$ cat config.mk
export PLATFORM = sky130hd
export DESIGN_NAME = gpsp_shared_io
export DESIGN_NICKNAME = d
export VERILOG_FILES = /design/src/include/gpsp_pkg.sv /design/src/rtl/gpsp_sync.sv /design/src/rtl/gpsp_axil_slave.sv /design/src/rtl/gpsp_shared_io.sv
export SDC_FILE = /design/constraint.sdc
export NUM_CORES = 1
export LEC_CHECK = 0
export BUFFER_PORTS_ARGS = -buffer_cell sky130_fd_sc_hd__buf_2
export CORE_MARGIN = 3
export CORE_UTILIZATION = 25
export CTS_CLUSTER_DIAMETER = 40
export DETAILED_ROUTE_END_ITERATION = 16
export PLACE_DENSITY = 0.51
export SLEW_MARGIN = 15
export SYNTH_ARGS = -nofsm -noshare
export SYNTH_HDL_FRONTEND = slang
export SYNTH_SLANG_ARGS = --single-unit
$ cat constraint.sdc
create_clock -name aclk -period 3.6 [get_ports aclk]
set_input_delay 0.72 -clock aclk [delete_from_list [all_inputs] [get_ports aclk]]
set_output_delay 0.72 -clock aclk [all_outputs]
set_load 0.02 [all_outputs]
$ cat src/include/gpsp_pkg.sv
`default_nettype none

package gpsp_pkg;

    // ------------------------------------------------------------
    // pin map
    // ------------------------------------------------------------
    // pins grouped by port; port_d sits in the top bits
    typedef struct packed {
        logic [5:0] port_d;
        logic [3:0] port_zero;
        logic [3:0] port_one;
        logic [1:0] port_two;
        logic [1:0] port_three;
    } gpsp_pins_t;

    localparam int PIN_W = 18;
    localparam int PORTD_BASE = 12;
    localparam int SHARED_PORTD_LINE_A = 14;
    localparam int SHARED_PORTD_LINE_B = 15;
    localparam int PORT1_BIT2_TIMER_PIN = 6;
    localparam int PORT1_BIT3_IRQ_PIN = 7;
    localparam int ANALOG_IN_0 = 2;
    localparam int ANALOG_IN_1 = 3;
    localparam int ANALOG_IN_2 = 0;
    localparam int ANALOG_IN_3 = 1;
    localparam int ANALOG_N = 4;
    localparam int ANALOG_PIN [ANALOG_N] = '{ANALOG_IN_0, ANALOG_IN_1, ANALOG_IN_2, ANALOG_IN_3};

    // ------------------------------------------------------------
    // register map
    // ------------------------------------------------------------
    localparam int ADDR_W = 8;
    localparam logic [7:0] REG_LATCH_OFS = 8'h00;
    localparam logic [7:0] REG_PIN_LEVEL_OFS = 8'h04;
    localparam logic [7:0] REG_PULLUP_OFS = 8'h08;
    localparam logic [7:0] REG_ALT_SEL_OFS = 8'h0C;
    localparam logic [7:0] REG_IRQ_CONTROL_OFS = 8'h10;
    localparam logic [7:0] REG_WAKE_EN_OFS = 8'h14;
    localparam logic [7:0] REG_BACKUP_OFS = 8'h18;
    localparam logic [7:0] REG_BIT_OP_OFS = 8'h1C;

    // values after reset
    localparam logic [17:0] LATCH_RST = 18'h3FFFF;
    localparam logic [17:0] PULLUP_RST = 18'h00000;
    localparam logic [17:0] WAKE_EN_RST = 18'h00000;
    localparam logic [7:0] ALT_SEL_RST = 8'h00;
    localparam logic [3:0] IRQ_CONTROL_RST = 4'h0;
    localparam logic [17:0] SYNC_RST = 18'h3FFFF;

    // field positions
    localparam int ALT_CLK_PAIR = 0;
    localparam int ALT_TIMER_IN = 1;
    localparam int ALT_TIMER_OUT = 2;
    localparam int ALT_ANALOG_LSB = 4;
    localparam int IRQ_INPUT_GATE_BIT = 3;
    localparam int BACKUP_ENTER_BIT = 0;
    localparam int BACKUP_WOKE_BIT = 1;
    localparam int BIT_OP_SET_BIT = 4;
    localparam logic [3:0] PORTD_IDX_LIMIT = 4'h6;

    // bus answers
    localparam logic [1:0] RESP_OKAY = 2'h0;
    localparam logic [1:0] RESP_SLVERR = 2'h2;

    // byte-lane merge of a write into an old value
    function automatic logic [31:0] gpsp_merge(
        input logic [31:0] old_val,
        input logic [31:0] new_val,
        input logic [3:0] strb
    );
        logic [31:0] m;
        m = '0;
        for (int i = 0; i < 4; i++)
        begin
            m[i*8 +: 8] = {8{strb[i]}};
        end
        return (old_val & ~m) | (new_val & m);
    endfunction

endpackage

`default_nettype wire

$ cat src/rtl/gpsp_sync.sv
`default_nettype none

module gpsp_sync #(
    parameter int WIDTH = 18,
    parameter logic [WIDTH-1:0] RST_VAL = '1
) (
    input wire logic aclk,
    input wire logic aresetn,
    input wire logic [WIDTH-1:0] async_in,
    output logic [WIDTH-1:0] sync_out
);
    import gpsp_pkg::*;

    // ------------------------------------------------------------
    // two-stage synchroniser, one per pin
    // ------------------------------------------------------------
    for (genvar g = 0; g < WIDTH; g++)
    begin : g_bit
        logic meta_q;
        logic stable_q;
        // first stage feeds only the second
        always_ff @(posedge aclk)
        begin
            if (!aresetn)
            begin
                meta_q <= RST_VAL[g];
                stable_q <= RST_VAL[g];
            end
            else
            begin
                meta_q <= async_in[g];
                stable_q <= meta_q;
            end
        end
        assign sync_out[g] = stable_q;
    end

endmodule

`default_nettype wire

$ cat src/rtl/gpsp_axil_slave.sv
`default_nettype none

module gpsp_axil_slave #(
    parameter int AW = gpsp_pkg::ADDR_W
) (
    input wire logic aclk,
    input wire logic aresetn,
    input wire logic [AW-1:0] s_axi_awaddr,
    input wire logic s_axi_awvalid,
    output logic s_axi_awready,
    input wire logic [31:0] s_axi_wdata,
    input wire logic [3:0] s_axi_wstrb,
    input wire logic s_axi_wvalid,
    output logic s_axi_wready,
    output logic [1:0] s_axi_bresp,
    output logic s_axi_bvalid,
    input wire logic s_axi_bready,
    input wire logic [AW-1:0] s_axi_araddr,
    input wire logic s_axi_arvalid,
    output logic s_axi_arready,
    output logic [31:0] s_axi_rdata,
    output logic [1:0] s_axi_rresp,
    output logic s_axi_rvalid,
    input wire logic s_axi_rready,
    output logic wr_en,
    output logic [AW-1:0] wr_addr,
    output logic [31:0] wr_data,
    output logic [3:0] wr_strb,
    input wire logic wr_ok,
    output logic [AW-1:0] rd_addr,
    output logic rd_en,
    input wire logic [31:0] rd_data,
    input wire logic rd_ok
);
    import gpsp_pkg::*;

    logic have_aw_q;
    logic have_w_q;
    logic [AW-1:0] aw_addr_q;
    logic [31:0] w_data_q;
    logic [3:0] w_strb_q;
    logic awready_q;
    logic wready_q;
    logic bvalid_q;
    logic [1:0] bresp_q;
    logic arready_q;
    logic rvalid_q;
    logic [1:0] rresp_q;
    logic [31:0] rdata_q;
    logic aw_hs;
    logic w_hs;
    logic b_hs;
    logic ar_hs;
    logic r_hs;
    logic have_aw_d;
    logic have_w_d;
    logic bvalid_d;

    // ------------------------------------------------------------
    // write channels
    // ------------------------------------------------------------
    // handshakes and next state of the write side
    assign aw_hs = s_axi_awvalid & awready_q;
    assign w_hs = s_axi_wvalid & wready_q;
    assign b_hs = bvalid_q & s_axi_bready;
    assign wr_en = have_aw_q & have_w_q;
    assign wr_addr = aw_addr_q;
    assign wr_data = w_data_q;
    assign wr_strb = w_strb_q;
    assign have_aw_d = wr_en ? 1'b0 : (have_aw_q | aw_hs);
    assign have_w_d = wr_en ? 1'b0 : (have_w_q | w_hs);
    assign bvalid_d = wr_en | (bvalid_q & ~s_axi_bready);

    // address and data are taken in either order, then committed
    always_ff @(posedge aclk)
    begin
        if (!aresetn)
        begin
            have_aw_q <= 1'b0;
            have_w_q <= 1'b0;
            awready_q <= 1'b0;
            wready_q <= 1'b0;
            bvalid_q <= 1'b0;
            bresp_q <= RESP_OKAY;
            aw_addr_q <= '0;
            w_data_q <= '0;
            w_strb_q <= '0;
        end
        else
        begin
            have_aw_q <= have_aw_d;
            have_w_q <= have_w_d;
            awready_q <= ~have_aw_d & ~bvalid_d & ~wr_en;
            wready_q <= ~have_w_d & ~bvalid_d & ~wr_en;
            bvalid_q <= bvalid_d;
            if (aw_hs)
                aw_addr_q <= s_axi_awaddr;
            if (w_hs)
            begin
                w_data_q <= s_axi_wdata;
                w_strb_q <= s_axi_wstrb;
            end
            if (wr_en)
                bresp_q <= wr_ok ? RESP_OKAY : RESP_SLVERR;
        end
    end

    // ------------------------------------------------------------
    // read channels
    // ------------------------------------------------------------
    // read data captured at the address handshake
    assign ar_hs = s_axi_arvalid & arready_q;
    assign r_hs = rvalid_q & s_axi_rready;
    assign rd_addr = s_axi_araddr;
    assign rd_en = ar_hs;

    always_ff @(posedge aclk)
    begin
        if (!aresetn)
        begin
            arready_q <= 1'b0;
            rvalid_q <= 1'b0;
            rresp_q <= RESP_OKAY;
            rdata_q <= '0;
        end
        else
        begin
            arready_q <= ~ar_hs & (~rvalid_q | s_axi_rready);
            if (ar_hs)
            begin
                rvalid_q <= 1'b1;
                rdata_q <= rd_ok ? rd_data : 32'h0000_0000;
                rresp_q <= rd_ok ? RESP_OKAY : RESP_SLVERR;
            end
            else if (r_hs)
                rvalid_q <= 1'b0;
        end
    end

    assign s_axi_awready = awready_q;
    assign s_axi_wready = wready_q;
    assign s_axi_bvalid = bvalid_q;
    assign s_axi_bresp = bresp_q;
    assign s_axi_arready = arready_q;
    assign s_axi_rvalid = rvalid_q;
    assign s_axi_rresp = rresp_q;
    assign s_axi_rdata = rdata_q;

endmodule

`default_nettype wire

$ cat src/rtl/gpsp_shared_io.sv
// Notes on behaviour
// - a latch bit at zero drives its pin low, so the pin reads low whatever is outside.
// - the shared port D pair and port one bit three stay full ports under alt roles; bit two is also pulled low by a low timer output.
// - port one bit two stays readable while it carries the timer count output.
// - pins chosen as analog inputs keep their port two and three latches on the pin.
// - the port read of a pin chosen as analog input is masked and always reads zero.
// - bit three of the irq control register gates the irq pin, and resets to zero.
// - a wake-up enable left on a pin that reads low ends back-up right after entry.
`default_nettype none

module gpsp_shared_io (
    input wire logic aclk,
    input wire logic aresetn,
    input wire logic [gpsp_pkg::ADDR_W-1:0] s_axi_awaddr,
    input wire logic s_axi_awvalid,
    output logic s_axi_awready,
    input wire logic [31:0] s_axi_wdata,
    input wire logic [3:0] s_axi_wstrb,
    input wire logic s_axi_wvalid,
    output logic s_axi_wready,
    output logic [1:0] s_axi_bresp,
    output logic s_axi_bvalid,
    input wire logic s_axi_bready,
    input wire logic [gpsp_pkg::ADDR_W-1:0] s_axi_araddr,
    input wire logic s_axi_arvalid,
    output logic s_axi_arready,
    output logic [31:0] s_axi_rdata,
    output logic [1:0] s_axi_rresp,
    output logic s_axi_rvalid,
    input wire logic s_axi_rready,
    input wire gpsp_pkg::gpsp_pins_t pins_in,
    output gpsp_pkg::gpsp_pins_t pins_out,
    output gpsp_pkg::gpsp_pins_t pins_oe_n,
    output gpsp_pkg::gpsp_pins_t pullup_en,
    input wire logic timer_out_val,
    output logic timer_count_in,
    output logic [1:0] clk_pair_in,
    output logic irq_pin_level,
    output logic [gpsp_pkg::ANALOG_N-1:0] analog_sel,
    output logic backup_active,
    output logic wake_pulse
);
    import gpsp_pkg::*;

    logic wr_en;
    logic [ADDR_W-1:0] wr_addr;
    logic [31:0] wr_data;
    logic [3:0] wr_strb;
    logic wr_ok;
    logic [ADDR_W-1:0] rd_addr;
    logic [31:0] rd_data;
    logic rd_ok;
    logic [PIN_W-1:0] sync_pins;
    logic [PIN_W-1:0] latch_q;
    logic [PIN_W-1:0] pullup_q;
    logic [PIN_W-1:0] wake_en_q;
    logic [7:0] alt_q;
    logic [3:0] irq_ctl_q;
    logic [PIN_W-1:0] pin_level_q;
    logic [PIN_W-1:0] oe_n_q;
    logic [PIN_W-1:0] oe_n_d;
    logic [PIN_W-1:0] analog_mask;
    logic backup_q;
    logic woke_q;
    logic wake_pulse_q;
    logic wake_hit;
    logic timer_count_in_q;
    logic [1:0] clk_pair_q;
    logic irq_level_q;
    logic [ANALOG_N-1:0] analog_sel_q;
    logic bitop_hit;
    logic [3:0] bitop_idx;

    // ------------------------------------------------------------
    // bus slave and pin synchroniser
    // ------------------------------------------------------------
    gpsp_axil_slave #(.AW(ADDR_W)) u_bus (
        .aclk(aclk),
        .aresetn(aresetn),
        .s_axi_awaddr(s_axi_awaddr),
        .s_axi_awvalid(s_axi_awvalid),
        .s_axi_awready(s_axi_awready),
        .s_axi_wdata(s_axi_wdata),
        .s_axi_wstrb(s_axi_wstrb),
        .s_axi_wvalid(s_axi_wvalid),
        .s_axi_wready(s_axi_wready),
        .s_axi_bresp(s_axi_bresp),
        .s_axi_bvalid(s_axi_bvalid),
        .s_axi_bready(s_axi_bready),
        .s_axi_araddr(s_axi_araddr),
        .s_axi_arvalid(s_axi_arvalid),
        .s_axi_arready(s_axi_arready),
        .s_axi_rdata(s_axi_rdata),
        .s_axi_rresp(s_axi_rresp),
        .s_axi_rvalid(s_axi_rvalid),
        .s_axi_rready(s_axi_rready),
        .wr_en(wr_en),
        .wr_addr(wr_addr),
        .wr_data(wr_data),
        .wr_strb(wr_strb),
        .wr_ok(wr_ok),
        .rd_addr(rd_addr),
        .rd_en(),
        .rd_data(rd_data),
        .rd_ok(rd_ok)
    );

    gpsp_sync #(.WIDTH(PIN_W), .RST_VAL(SYNC_RST)) u_sync (
        .aclk(aclk),
        .aresetn(aresetn),
        .async_in(pins_in),
        .sync_out(sync_pins)
    );

    // ------------------------------------------------------------
    // register decode
    // ------------------------------------------------------------
    // write decode: every word of the map except the read-only level
    always_comb
    begin
        case (wr_addr)
            REG_LATCH_OFS, REG_PULLUP_OFS, REG_ALT_SEL_OFS, REG_IRQ_CONTROL_OFS,
            REG_WAKE_EN_OFS, REG_BACKUP_OFS, REG_BIT_OP_OFS: wr_ok = 1'b1;
            default: wr_ok = 1'b0;
        endcase
    end

    // read mux, narrow fields sit low
    always_comb
    begin
        rd_ok = 1'b1;
        case (rd_addr)
            REG_LATCH_OFS: rd_data = 32'(latch_q);
            REG_PIN_LEVEL_OFS: rd_data = 32'(pin_level_q);
            REG_PULLUP_OFS: rd_data = 32'(pullup_q);
            REG_ALT_SEL_OFS: rd_data = 32'(alt_q);
            REG_IRQ_CONTROL_OFS: rd_data = 32'(irq_ctl_q);
            REG_WAKE_EN_OFS: rd_data = 32'(wake_en_q);
            REG_BACKUP_OFS: rd_data = {30'h0000_0000, woke_q, backup_q};
            REG_BIT_OP_OFS: rd_data = 32'h0000_0000;
            default:
            begin
                rd_data = 32'h0000_0000;
                rd_ok = 1'b0;
            end
        endcase
    end

    // ------------------------------------------------------------
    // output latches
    // ------------------------------------------------------------
    // index at or above six is dropped
    assign bitop_idx = wr_data[3:0];
    assign bitop_hit = wr_en && (wr_addr == REG_BIT_OP_OFS) && wr_strb[0]
        && (bitop_idx < PORTD_IDX_LIMIT);

    // latches written whole or one port D bit at a time
    always_ff @(posedge aclk)
    begin
        if (!aresetn)
            latch_q <= LATCH_RST;
        else if (wr_en && wr_addr == REG_LATCH_OFS)
            latch_q <= 18'(gpsp_merge(32'(latch_q), wr_data, wr_strb));
        else if (bitop_hit)
            latch_q[PORTD_BASE + int'(bitop_idx)] <= wr_data[BIT_OP_SET_BIT];
    end

    // ------------------------------------------------------------
    // control registers
    // ------------------------------------------------------------
    // pull-ups, alternate roles, wake-up enables
    always_ff @(posedge aclk)
    begin
        if (!aresetn)
        begin
            pullup_q <= PULLUP_RST;
            alt_q <= ALT_SEL_RST;
            wake_en_q <= WAKE_EN_RST;
        end
        else if (wr_en)
        begin
            if (wr_addr == REG_PULLUP_OFS)
                pullup_q <= 18'(gpsp_merge(32'(pullup_q), wr_data, wr_strb));
            if (wr_addr == REG_ALT_SEL_OFS && wr_strb[0])
                alt_q <= wr_data[7:0];
            if (wr_addr == REG_WAKE_EN_OFS)
                wake_en_q <= 18'(gpsp_merge(32'(wake_en_q), wr_data, wr_strb));
        end
    end

    // irq control, input gate off after reset
    always_ff @(posedge aclk)
    begin
        if (!aresetn)
            irq_ctl_q <= IRQ_CONTROL_RST;
        else if (wr_en && wr_addr == REG_IRQ_CONTROL_OFS && wr_strb[0])
            irq_ctl_q <= wr_data[3:0];
    end

    // ------------------------------------------------------------
    // pin drive and pin read
    // ------------------------------------------------------------
    // open drain: a zero latch pulls low, alt roles never release it
    always_comb
    begin
        oe_n_d = latch_q;
        if (alt_q[ALT_TIMER_OUT] && !timer_out_val)
            oe_n_d[PORT1_BIT2_TIMER_PIN] = 1'b0;
    end

    // mask of pins serving as analog inputs
    for (genvar a = 0; a < PIN_W; a++)
    begin : g_amask
        logic hit;
        always_comb
        begin
            hit = 1'b0;
            for (int k = 0; k < ANALOG_N; k++)
            begin
                if (ANALOG_PIN[k] == a && alt_q[ALT_ANALOG_LSB + k])
                    hit = 1'b1;
            end
        end
        assign analog_mask[a] = hit;
    end

    // registered drive and sampled levels
    always_ff @(posedge aclk)
    begin
        if (!aresetn)
        begin
            oe_n_q <= LATCH_RST;
            pin_level_q <= '0;
        end
        else
        begin
            oe_n_q <= oe_n_d;
            pin_level_q <= sync_pins & ~analog_mask;
        end
    end

    // alternate role inputs toward the core
    always_ff @(posedge aclk)
    begin
        if (!aresetn)
        begin
            timer_count_in_q <= 1'b0;
            clk_pair_q <= 2'h0;
            irq_level_q <= 1'b0;
            analog_sel_q <= '0;
        end
        else
        begin
            timer_count_in_q <= alt_q[ALT_TIMER_IN] & sync_pins[PORT1_BIT2_TIMER_PIN];
            clk_pair_q <= alt_q[ALT_CLK_PAIR]
                ? {sync_pins[SHARED_PORTD_LINE_B], sync_pins[SHARED_PORTD_LINE_A]} : 2'h0;
            irq_level_q <= irq_ctl_q[IRQ_INPUT_GATE_BIT]
                & sync_pins[PORT1_BIT3_IRQ_PIN];
            analog_sel_q <= alt_q[ALT_ANALOG_LSB +: ANALOG_N];
        end
    end

    // ------------------------------------------------------------
    // back-up mode and key wake-up
    // ------------------------------------------------------------
    // any enabled pin at low level wakes the part
    assign wake_hit = |(wake_en_q & ~sync_pins);

    // enter on software write, leave at the first edge a wake is seen
    always_ff @(posedge aclk)
    begin
        if (!aresetn)
            backup_q <= 1'b0;
        else if (backup_q && wake_hit)
            backup_q <= 1'b0;
        else if (wr_en && wr_addr == REG_BACKUP_OFS && wr_strb[0] && wr_data[BACKUP_ENTER_BIT])
            backup_q <= 1'b1;
    end

    // sticky wake flag, set beats clear
    always_ff @(posedge aclk)
    begin
        if (!aresetn)
        begin
            woke_q <= 1'b0;
            wake_pulse_q <= 1'b0;
        end
        else
        begin
            wake_pulse_q <= backup_q & wake_hit;
            if (backup_q && wake_hit)
                woke_q <= 1'b1;
            else if (wr_en && wr_addr == REG_BACKUP_OFS && wr_strb[0]
                && wr_data[BACKUP_WOKE_BIT])
                woke_q <= 1'b0;
        end
    end

    // pins are never driven high
    always_ff @(posedge aclk)
    begin
        pins_out <= '0;
    end

    assign pins_oe_n = oe_n_q;
    assign pullup_en = pullup_q;
    assign timer_count_in = timer_count_in_q;
    assign clk_pair_in = clk_pair_q;
    assign irq_pin_level = irq_level_q;
    assign analog_sel = analog_sel_q;
    assign backup_active = backup_q;
    assign wake_pulse = wake_pulse_q;

    // ------------------------------------------------------------
    // checks
    // ------------------------------------------------------------
    low_drive_a: assert property (@(posedge aclk) disable iff (!aresetn)
        1'b1 |=> (oe_n_q & ~$past(latch_q)) == '0)
        else $error("zero latch bit not driving its pin low");

    shared_live_a: assert property (@(posedge aclk) disable iff (!aresetn)
        alt_q[ALT_CLK_PAIR] |=> oe_n_q[SHARED_PORTD_LINE_A] == $past(latch_q[SHARED_PORTD_LINE_A])
        && oe_n_q[SHARED_PORTD_LINE_B] == $past(latch_q[SHARED_PORTD_LINE_B])
        && oe_n_q[PORT1_BIT3_IRQ_PIN] == $past(latch_q[PORT1_BIT3_IRQ_PIN]))
        else $error("shared line lost its port drive");

    timer_read_a: assert property (@(posedge aclk) disable iff (!aresetn)
        alt_q[ALT_TIMER_OUT] |=>
        pin_level_q[PORT1_BIT2_TIMER_PIN] == $past(sync_pins[PORT1_BIT2_TIMER_PIN]))
        else $error("timer pin not readable under timer output");

    analog_latch_a: assert property (@(posedge aclk) disable iff (!aresetn)
        alt_q[ALT_ANALOG_LSB] |=> oe_n_q[ANALOG_IN_0] == $past(latch_q[ANALOG_IN_0]))
        else $error("analog pin cut from its latch");

    analog_mask_a: assert property (@(posedge aclk) disable iff (!aresetn)
        alt_q[ALT_ANALOG_LSB + 3] |=> !pin_level_q[ANALOG_IN_3])
        else $error("analog pin read not masked");

    irq_gate_a: assert property (@(posedge aclk) disable iff (!aresetn)
        !irq_ctl_q[IRQ_INPUT_GATE_BIT] |=> !irq_level_q)
        else $error("irq pin passed while gated off");

    wake_exit_a: assert property (@(posedge aclk) disable iff (!aresetn)
        backup_q && wake_hit |=> !backup_q && woke_q && wake_pulse_q)
        else $error("back-up not left on wake");

    port_read_a: assert property (@(posedge aclk) disable iff (!aresetn)
        analog_mask == '0 |=> pin_level_q == $past(sync_pins))
        else $error("port read not from pin levels");

    backup_seen_c: cover property (@(posedge aclk) disable iff (!aresetn)
        !backup_q ##1 backup_q ##[1:20] !backup_q);
    bitop_seen_c: cover property (@(posedge aclk) disable iff (!aresetn) bitop_hit);
    timer_out_c: cover property (@(posedge aclk) disable iff (!aresetn)
        alt_q[ALT_TIMER_OUT] && !timer_out_val);

endmodule

`default_nettype wire

==> results by group, run 1 <==
Layout
  – Multi-input gate area: 3781 µm²
  – Fin nets: 1123
  – Register area: just over 4000 µm²
  – Ratio of cells with drive above 1 in the final layout: 21.14%
  – Layout filler cell count: 3514
  – Area Growth Syn to Fin: 26.29%
  – Final core utilization: about 32%
  – Inserted Diodes: 0

Routing
  – Via Count: 6774
  – Wire length on met2: 12430 µm
  – Wl on met1: roughly 11000 µm
  – Wire length per cell: roughly 17 µm
  – Routed met3 length: 1615 µm
  – Vias per cell: 4.483
  – Routed WL: 25990 µm
  – DRT Pass-1 Iters: 4
  – Max Used Layer: met4
  – 1st-iter DRT viols: between 400 and 500
  – DRT antenna net count: 0
  – DRC Markers: 0

Timing
  – Fin crit share: 64.86%
  – Layout Skew: approximately 0.021 ns
  – TNS Setup: 0 ns
  – RSZ-0062 raised after global routing: no
  – Worst-margin pin slew: 0.8041 ns
  – Fin crit period: 2.335 ns
  – Achievable frequency: around 0.43 GHz
  – Slew margin rel.: 45.64%
  – Final Max Tran Viols: 0
  – Final Hold Fails: 0
  – Final setup viols: 0

Clock tree
  – Clock sinks: 205
  – Root Driver: clkbuf_16
  – Clock latency on the worst-skew pair: 0.50 ns
  – Clk buf depth: 3
  – TritonCTS Buffers: 35
  – # Post-CTS Setup Buffers: 0
  – Clock transition at path regs: 0.06 ns
  – Post_cts resized: 0
  – # H-tree levels: 2
  – Hold_buf cts: 0
  – CTS tree: done

Setup path
  – Reg2Reg Depth: 6
  – Critical Setup Path Class: reg -> reg
  – Max Fanout on Critical Path: 11
  – Worst path slowest cell: nor4bb_1
  – Critical path launch point type: flip-flop
  – CP cell instances: nor4bb_1 -> nand4_1 -> buf_4 -> o311ai_0 -> and3_1 -> o21ai_0
  – CP arrival: ~2.7 ns
  – Worst Path Required: 3.97 ns
  – Largest stage delay on the critical path: 0.68 ns
  – Setup crit end kind: flip-flop

Logic synthesis
  – Share of the synthesized area in the top cell type: 49.14%
  – EDFF count, synth: 0
  – Post-synthesis sequential area ratio: 49.14%
  – Commonest cells in the netlist: dfxtp_1 (205), nand2_1 (144), a21boi_0 (65)
  – Fraction of registers with async set/reset: 0%
  – Synth top area cells: dfxtp_1 (49%), nand2_1 (6.5%), a21boi_0 (5.8%)
  – Ys Warns: 0
  – Distinct cells, synth: 60
  – Dominant cell type by area after synthesis: dfxtp_1
  – Top FF cell, synth: dfxtp_1
  – Syn Inst Count: 920
  – Synthesized cell area: 8352 µm²
  – Yosys reg bits: 205
  – Avg Synthesized Cell Area: between 9 and 10 µm²
  – Most frequent cell after synthesis: dfxtp_1

GRT
  – Antenna violations before repair: 0
  – First-pass GRT wire length: just under 40000 µm
  – Total GRT Usage: 14.17%
  – Congestion Overflow GR: 0
  – Vias in the first global route: 6554
  – Largest net degree at the start of global routing: 181

Hold path
  – Hold Path Cell Cnt: 2
  – Hold crit path type: in -> reg

Flow run
  – Max_cap viols: 0

Placement
  – Port Buffers: 133
  – GPL Wtd Cong: 0.8821
  – Detailed Place HPWL: approximately 19000 µm

Floorplanning
  – Core area: roughly 33000 µm²
  – Starting Density: between 20% and 30%
  – Row count: 66
  – Die ar.: 35640 µm²
  – I/O pin count: 183
  – DIE HEIGHT: 188.8 µm
  – Die Span X: roughly 190 µm

Run status
  – Outcome: complete, no violations

Power and ir drop
  – Pwr dens: slightly below 600 nW/µm²
  – Power, Total: between 6 and 7 mW
  – VDD IR max: approximately 360 µV
  – Cell leakage power: 4.298 nW
power by group:
group	leakage (nW)	internal, mW	switching [mW]
clock	0.606	2.29	1.18
sequential	1.67	2.33	0.0507
combinational	2.02	0.111	0.187
total	4.30	4.73	1.42
stage by stage:
stage	instance area [µm²]	hold WS (ns)	instances	setup slack, ns
after floorplan	8476	0.3863	953	1.116
after global placement	9306	0.3918	1448	0.9559
after detailed placement	9306	0.3928	1448	0.9231
after CTS	10550	0.3763	1511	1.307
after global routing	10550	0.3811	1511	1.053
final	10550	0.3913	1511	1.265
placed cells by master, fill, tap and decap left out, drive strengths merged, types with 4 or more instances in the layout:
cell type and n:
clkbuf 40, nand4 4, clkinv 11, nor4 4
and2 24, dfxtp 205, a22oi 9, o22ai 10
a21oi 16, nor2 14, mux2 5, nor3 11
a31oi 5, buf 145, inv 30, bufinv 5
conb 34, o21ai 44, a41oi 4, nand3 51
a21o 5, a221oi 6, nand2 144, nor2b 21
mux2i 28, o2111ai 6, and3 19, a21boi 65
nand2b 61
metal layers:
layer	GRT usage (%)	up-vias
met5	0	-
met3	3.758	35
met4	3.924	0
met2	23.94	184
met1	17.87	3195
li1	-	3360
kinds of logic after synthesis:
kind of cell | synth area share [%]
fa+ha+maj | 0.2996
mux | 4.569
buf+inv | 7.071
other cells | 0.04490
compound gates | 15.81
flops | 49.14
simple gates | 23.07
worst paths after layout:
kind,slack (ns),start,endpoint
max,1.27,u_bus.wr_addr[3],flip-flop
max reg2reg,1.27,u_bus.wr_addr[3],flip-flop
min reg2reg,0.41,u_sync.g_bit[3].meta_q,u_sync.g_bit[3].stable_q
min,0.39,pins_in[14],u_sync.g_bit[14].meta_q
layout make-up:
| class | instances | area share (%) |
|---|---|---|
| multi-input combinational | 630 | 35.85 |
| clock inverter | 23 | 2.693 |
| timing repair buffer | 145 | 7.307 |
| tap | 442 | 5.243 |
| sequential | 205 | 38.91 |
| clock buffer | 40 | 9.075 |
| inverter | 26 | 0.9253 |
critical path: cells and delay by family, from the launching register on:
| kind | cells | cell delay [ns] |
|---|---|---|
| compound gates | 2 | 0.37 |
| buf+inv | 1 | 0.25 |
| flops | 1 | 0.49 |
| simple gates | 3 | 1.08 |
No activity file was read; power rests on OpenSTA's default activity.
==> run 2: changes to the inputs <==
- ABC_AREA: not set -> 1
- PLACE_DENSITY: 0.51 -> 0.52
- clock period: 3.6 -> 2.14 ns (I/O delays scaled with it)
==> run 2 against run 1 <==
Combinational power is 94% higher. Design area grew 1.0%. Sequential cell count unchanged. Hold slack got worse by 0.29 ns. Total power rose by 67%. Clock-buffer cell count rose by 7. Maximum frequency rose by 29%. Critical path depth increased by 4.
==> results by group, run 2 <==
Power and ir drop
  – Clock network fraction of design power: between 50 and 60%
  – Pwr dens: ~960 nW/µm²
  – Combinational Power Share: about 5.6%
  – Sequential share of power: 39.3%
  – Cell leakage power: 4.716 nW
  – VDD IR max: between 400 and 500 µV
  – Net Switching: 2.521 mW
  – Switching fraction of total power: roughly a quarter
  – P_int: roughly 7.7 mW
  – Power, Total: roughly 10 mW

Setup path
  – Worst path slowest cell: ha_1
  – CP most frequent cell: nand3_1
  – Critical path launch point type: flip-flop
  – Largest stage delay on the critical path: ~0.37 ns
  – Reg2reg start: u_bus.wr_data[3]
  – Reg2Reg Depth: 10
  – Worst Path Required: 2.59 ns
  – CP cell instances: inv_1 -> ha_1 -> nand3_1 -> inv_1 -> nand3_1 -> nor2_1 -> nand2_1 -> o21ai_1 -> nand3_1 -> nand3_1
  – Crit. Startpoint: u_bus.wr_data[3]
  – Setup crit end kind: flip-flop
  – R2R setup slack: between 0.3 and 0.4 ns
  – Max Fanout on Critical Path: 9
  – Critical Setup Path Class: reg -> reg
  – CP arrival: about 2.3 ns

Layout
  – Most common cell after layout, fill and taps aside: dfxtp_1
  – Fin nets: 1316
  – Multi-input gate area: 3523 µm²
  – Register area: around 4000 µm²
  – Area Growth Syn to Fin: 26.65%
  – Non-Filler Instances: 1706
  – Inserted Diodes: 0
  – Layout filler cell count: 3550
  – Final core utilization: 32.42%
  – Final Cell Area: 10660 µm²
  – Most frequent cells in the layout: dfxtp_1 (205), nand2_1 (177), buf_2 (132), o21ai_0 (118), nor2_1 (106)
  – Ratio of cells with drive above 1 in the final layout: 23.89%

Clock tree
  – Root Driver: clkbuf_16
  – Clk buf depth: 3
  – Post_cts resized: 0
  – Clock latency on the worst-skew pair: 0.52 ns
  – Hold_buf cts: 0
  – Clock transition at path regs: 0.06 ns
  – # H-tree levels: 2
  – Clock sinks: 205
  – # Post-CTS Setup Buffers: 0
  – CTS tree: done
  – TritonCTS Buffers: 36

Floorplanning
  – DIE HEIGHT: about 190 µm
  – Starting Density: 25.60%
  – Die Span X: 189.4 µm
  – Row count: 66
  – Die ar.: 35890 µm²
  – Core area: 32870 µm²
  – I/O pin count: 183

Hold path
  – Hold crit path type: in -> reg
  – Hold Path Cell Cnt: 2

Timing
  – Worst hold margin: 0.1046 ns
  – Final Max Tran Viols: 0
  – TNS Setup: 0 ns
  – Achievable frequency: between 0.5 and 0.6 GHz
  – RSZ-0062 raised after global routing: no
  – Final Hold Fails: 0
  – Fin crit share: 84.57%
  – Final worst slack: about 0.33 ns
  – Fin crit period: 1.810 ns
  – Layout Skew: 0.02184 ns
  – Slew margin rel.: a little over half
  – Final setup viols: 0
  – Worst-margin pin slew: 0.6756 ns

Placement
  – Post-Place Worst Slack: between 0.1 and 0.15 ns
  – GPL Wtd Cong: 0.9174
  – Port Buffers: about 130
  – Placed Instance Area: 9445 µm²
  – Placed insts: between 1500 and 2000
  – Detailed Place HPWL: 20680 µm

Routing
  – DRT Pass-1 Iters: 5
  – Via Count: 7451
  – Vias per cell: 4.368
  – 1st-iter DRT viols: 467
  – Wire length per cell: 16.44 µm
  – Routed WL: 28040 µm
  – DRC Markers: 0
  – DRT antenna net count: 0

Logic synthesis
  – Yosys reg bits: 205
  – Commonest cells in the netlist: dfxtp_1 (205), nand2_1 (177), o21ai_0 (118)
  – Ys Warns: 0
  – Post-synthesis sequential area ratio: between 40% and 50%
  – Avg Synthesized Cell Area: 7.676 µm²
  – Syn Inst Count: 1096
  – Share of the synthesized area in the top cell type: 48.78%
  – Synthesized cell area: roughly 8400 µm²
  – EDFF count, synth: 0
  – Top FF cell, synth: dfxtp_1
  – Synth top area cells: dfxtp_1 (49%), nand2_1 (7.9%), o21ai_0 (7.0%)
  – Fraction of registers with async set/reset: 0%
  – Distinct cells, synth: 37
  – Dominant cell type by area after synthesis: dfxtp_1
  – Most frequent cell after synthesis: dfxtp_1

GRT
  – First-pass GRT wire length: 41880 µm
  – Vias in the first global route: between 6000 and 7000
  – Congestion Overflow GR: 0
  – Largest net degree at the start of global routing: 80
  – Total GRT Usage: around 15%
  – Antenna violations before repair: 0

Run status
  – Outcome: complete, no violations

Flow run
  – Max_cap viols: 0
## run 2: cell count changes after synthesis, sizes merged, moves of 24 or more
cell | previous run | this run
nor2 | 14 | 116
o21ai | 44 | 130
inv | 26 | 104
a21boi | 65 | 1
nand2b | 61 | 0
a21oi | 16 | 74
nand3 | 51 | 106
or2 | 0 | 50
nand2 | 144 | 185
mux2i | 28 | 0
and2 | 24 | 0
## run 2: area by class of cell
class	count	share of cell area (%)
sequential	205	38.52
clock buffer	47	9.512
multi-input combinational	732	33.07
clock inverter	19	1.844
tap	442	5.190
timing repair buffer	156	8.126
inverter	105	3.746
## run 2: kinds of logic (layout without fill, tap and decap cells)
kind of cell,count (synthesis),after routing,share of synthesized area [%]
compound gates,225,225,14.02
fa+ha+maj,2,2,0.2974
buf+inv,192,327,10.81
flops,205,205,48.78
other cells,1,34,0.04457
simple gates,471,471,26.04
## run 2: worst max-delay path, delay by kind of cell (launching register included)
family / cells / cell delay (ns)
AO/OA/AOI/OAI: 1 / 0.10
AND/OR/NAND/NOR: 6 / 0.66
buffers and inverters: 2 / 0.29
flip-flops: 1 / 0.31
adder cells (fa/ha/maj): 1 / 0.37
## run 2: how the worst min path moves through the flow
stage / from / to
after floorplan: u_sync.g_bit[0].meta_q / u_sync.g_bit[0].stable_q
after CTS: pins_in[14] / u_sync.g_bit[14].meta_q
after global routing: pins_in[14] / u_sync.g_bit[14].meta_q
after global placement: u_sync.g_bit[6].meta_q / u_sync.g_bit[6].stable_q
after detailed placement: u_sync.g_bit[9].meta_q / u_sync.g_bit[9].stable_q
final: pins_in[14] / u_sync.g_bit[14].meta_q
## run 2: metal layers
layer	routed length [µm]	part of all wire, %	GRT usage, %	up-vias
met4	614	2.2	4.237	0
met5	0	0	0	-
met3	1721	6.1	3.259	49
met2	12190	43	23.14	226
met1	13520	48	21.62	3401
li1	-	-	-	3775
## run 2: power by group through the flow
| stage | Combinational [mW] | Sequential (mW) | Clock [mW] |
|---|---|---|---|
| 3_3_place_gp | 0.572 | 4.11 | 0 |
| 2_1_floorplan | 0.425 | 4.06 | 0 |
| 4_1_cts | 0.578 | 4.03 | 5.77 |
| 6_report | 0.577 | 4.03 | 5.65 |
| 5_1_grt | 0.645 | 4.03 | 5.94 |
| 3_5_place_dp | 0.576 | 4.10 | 0 |
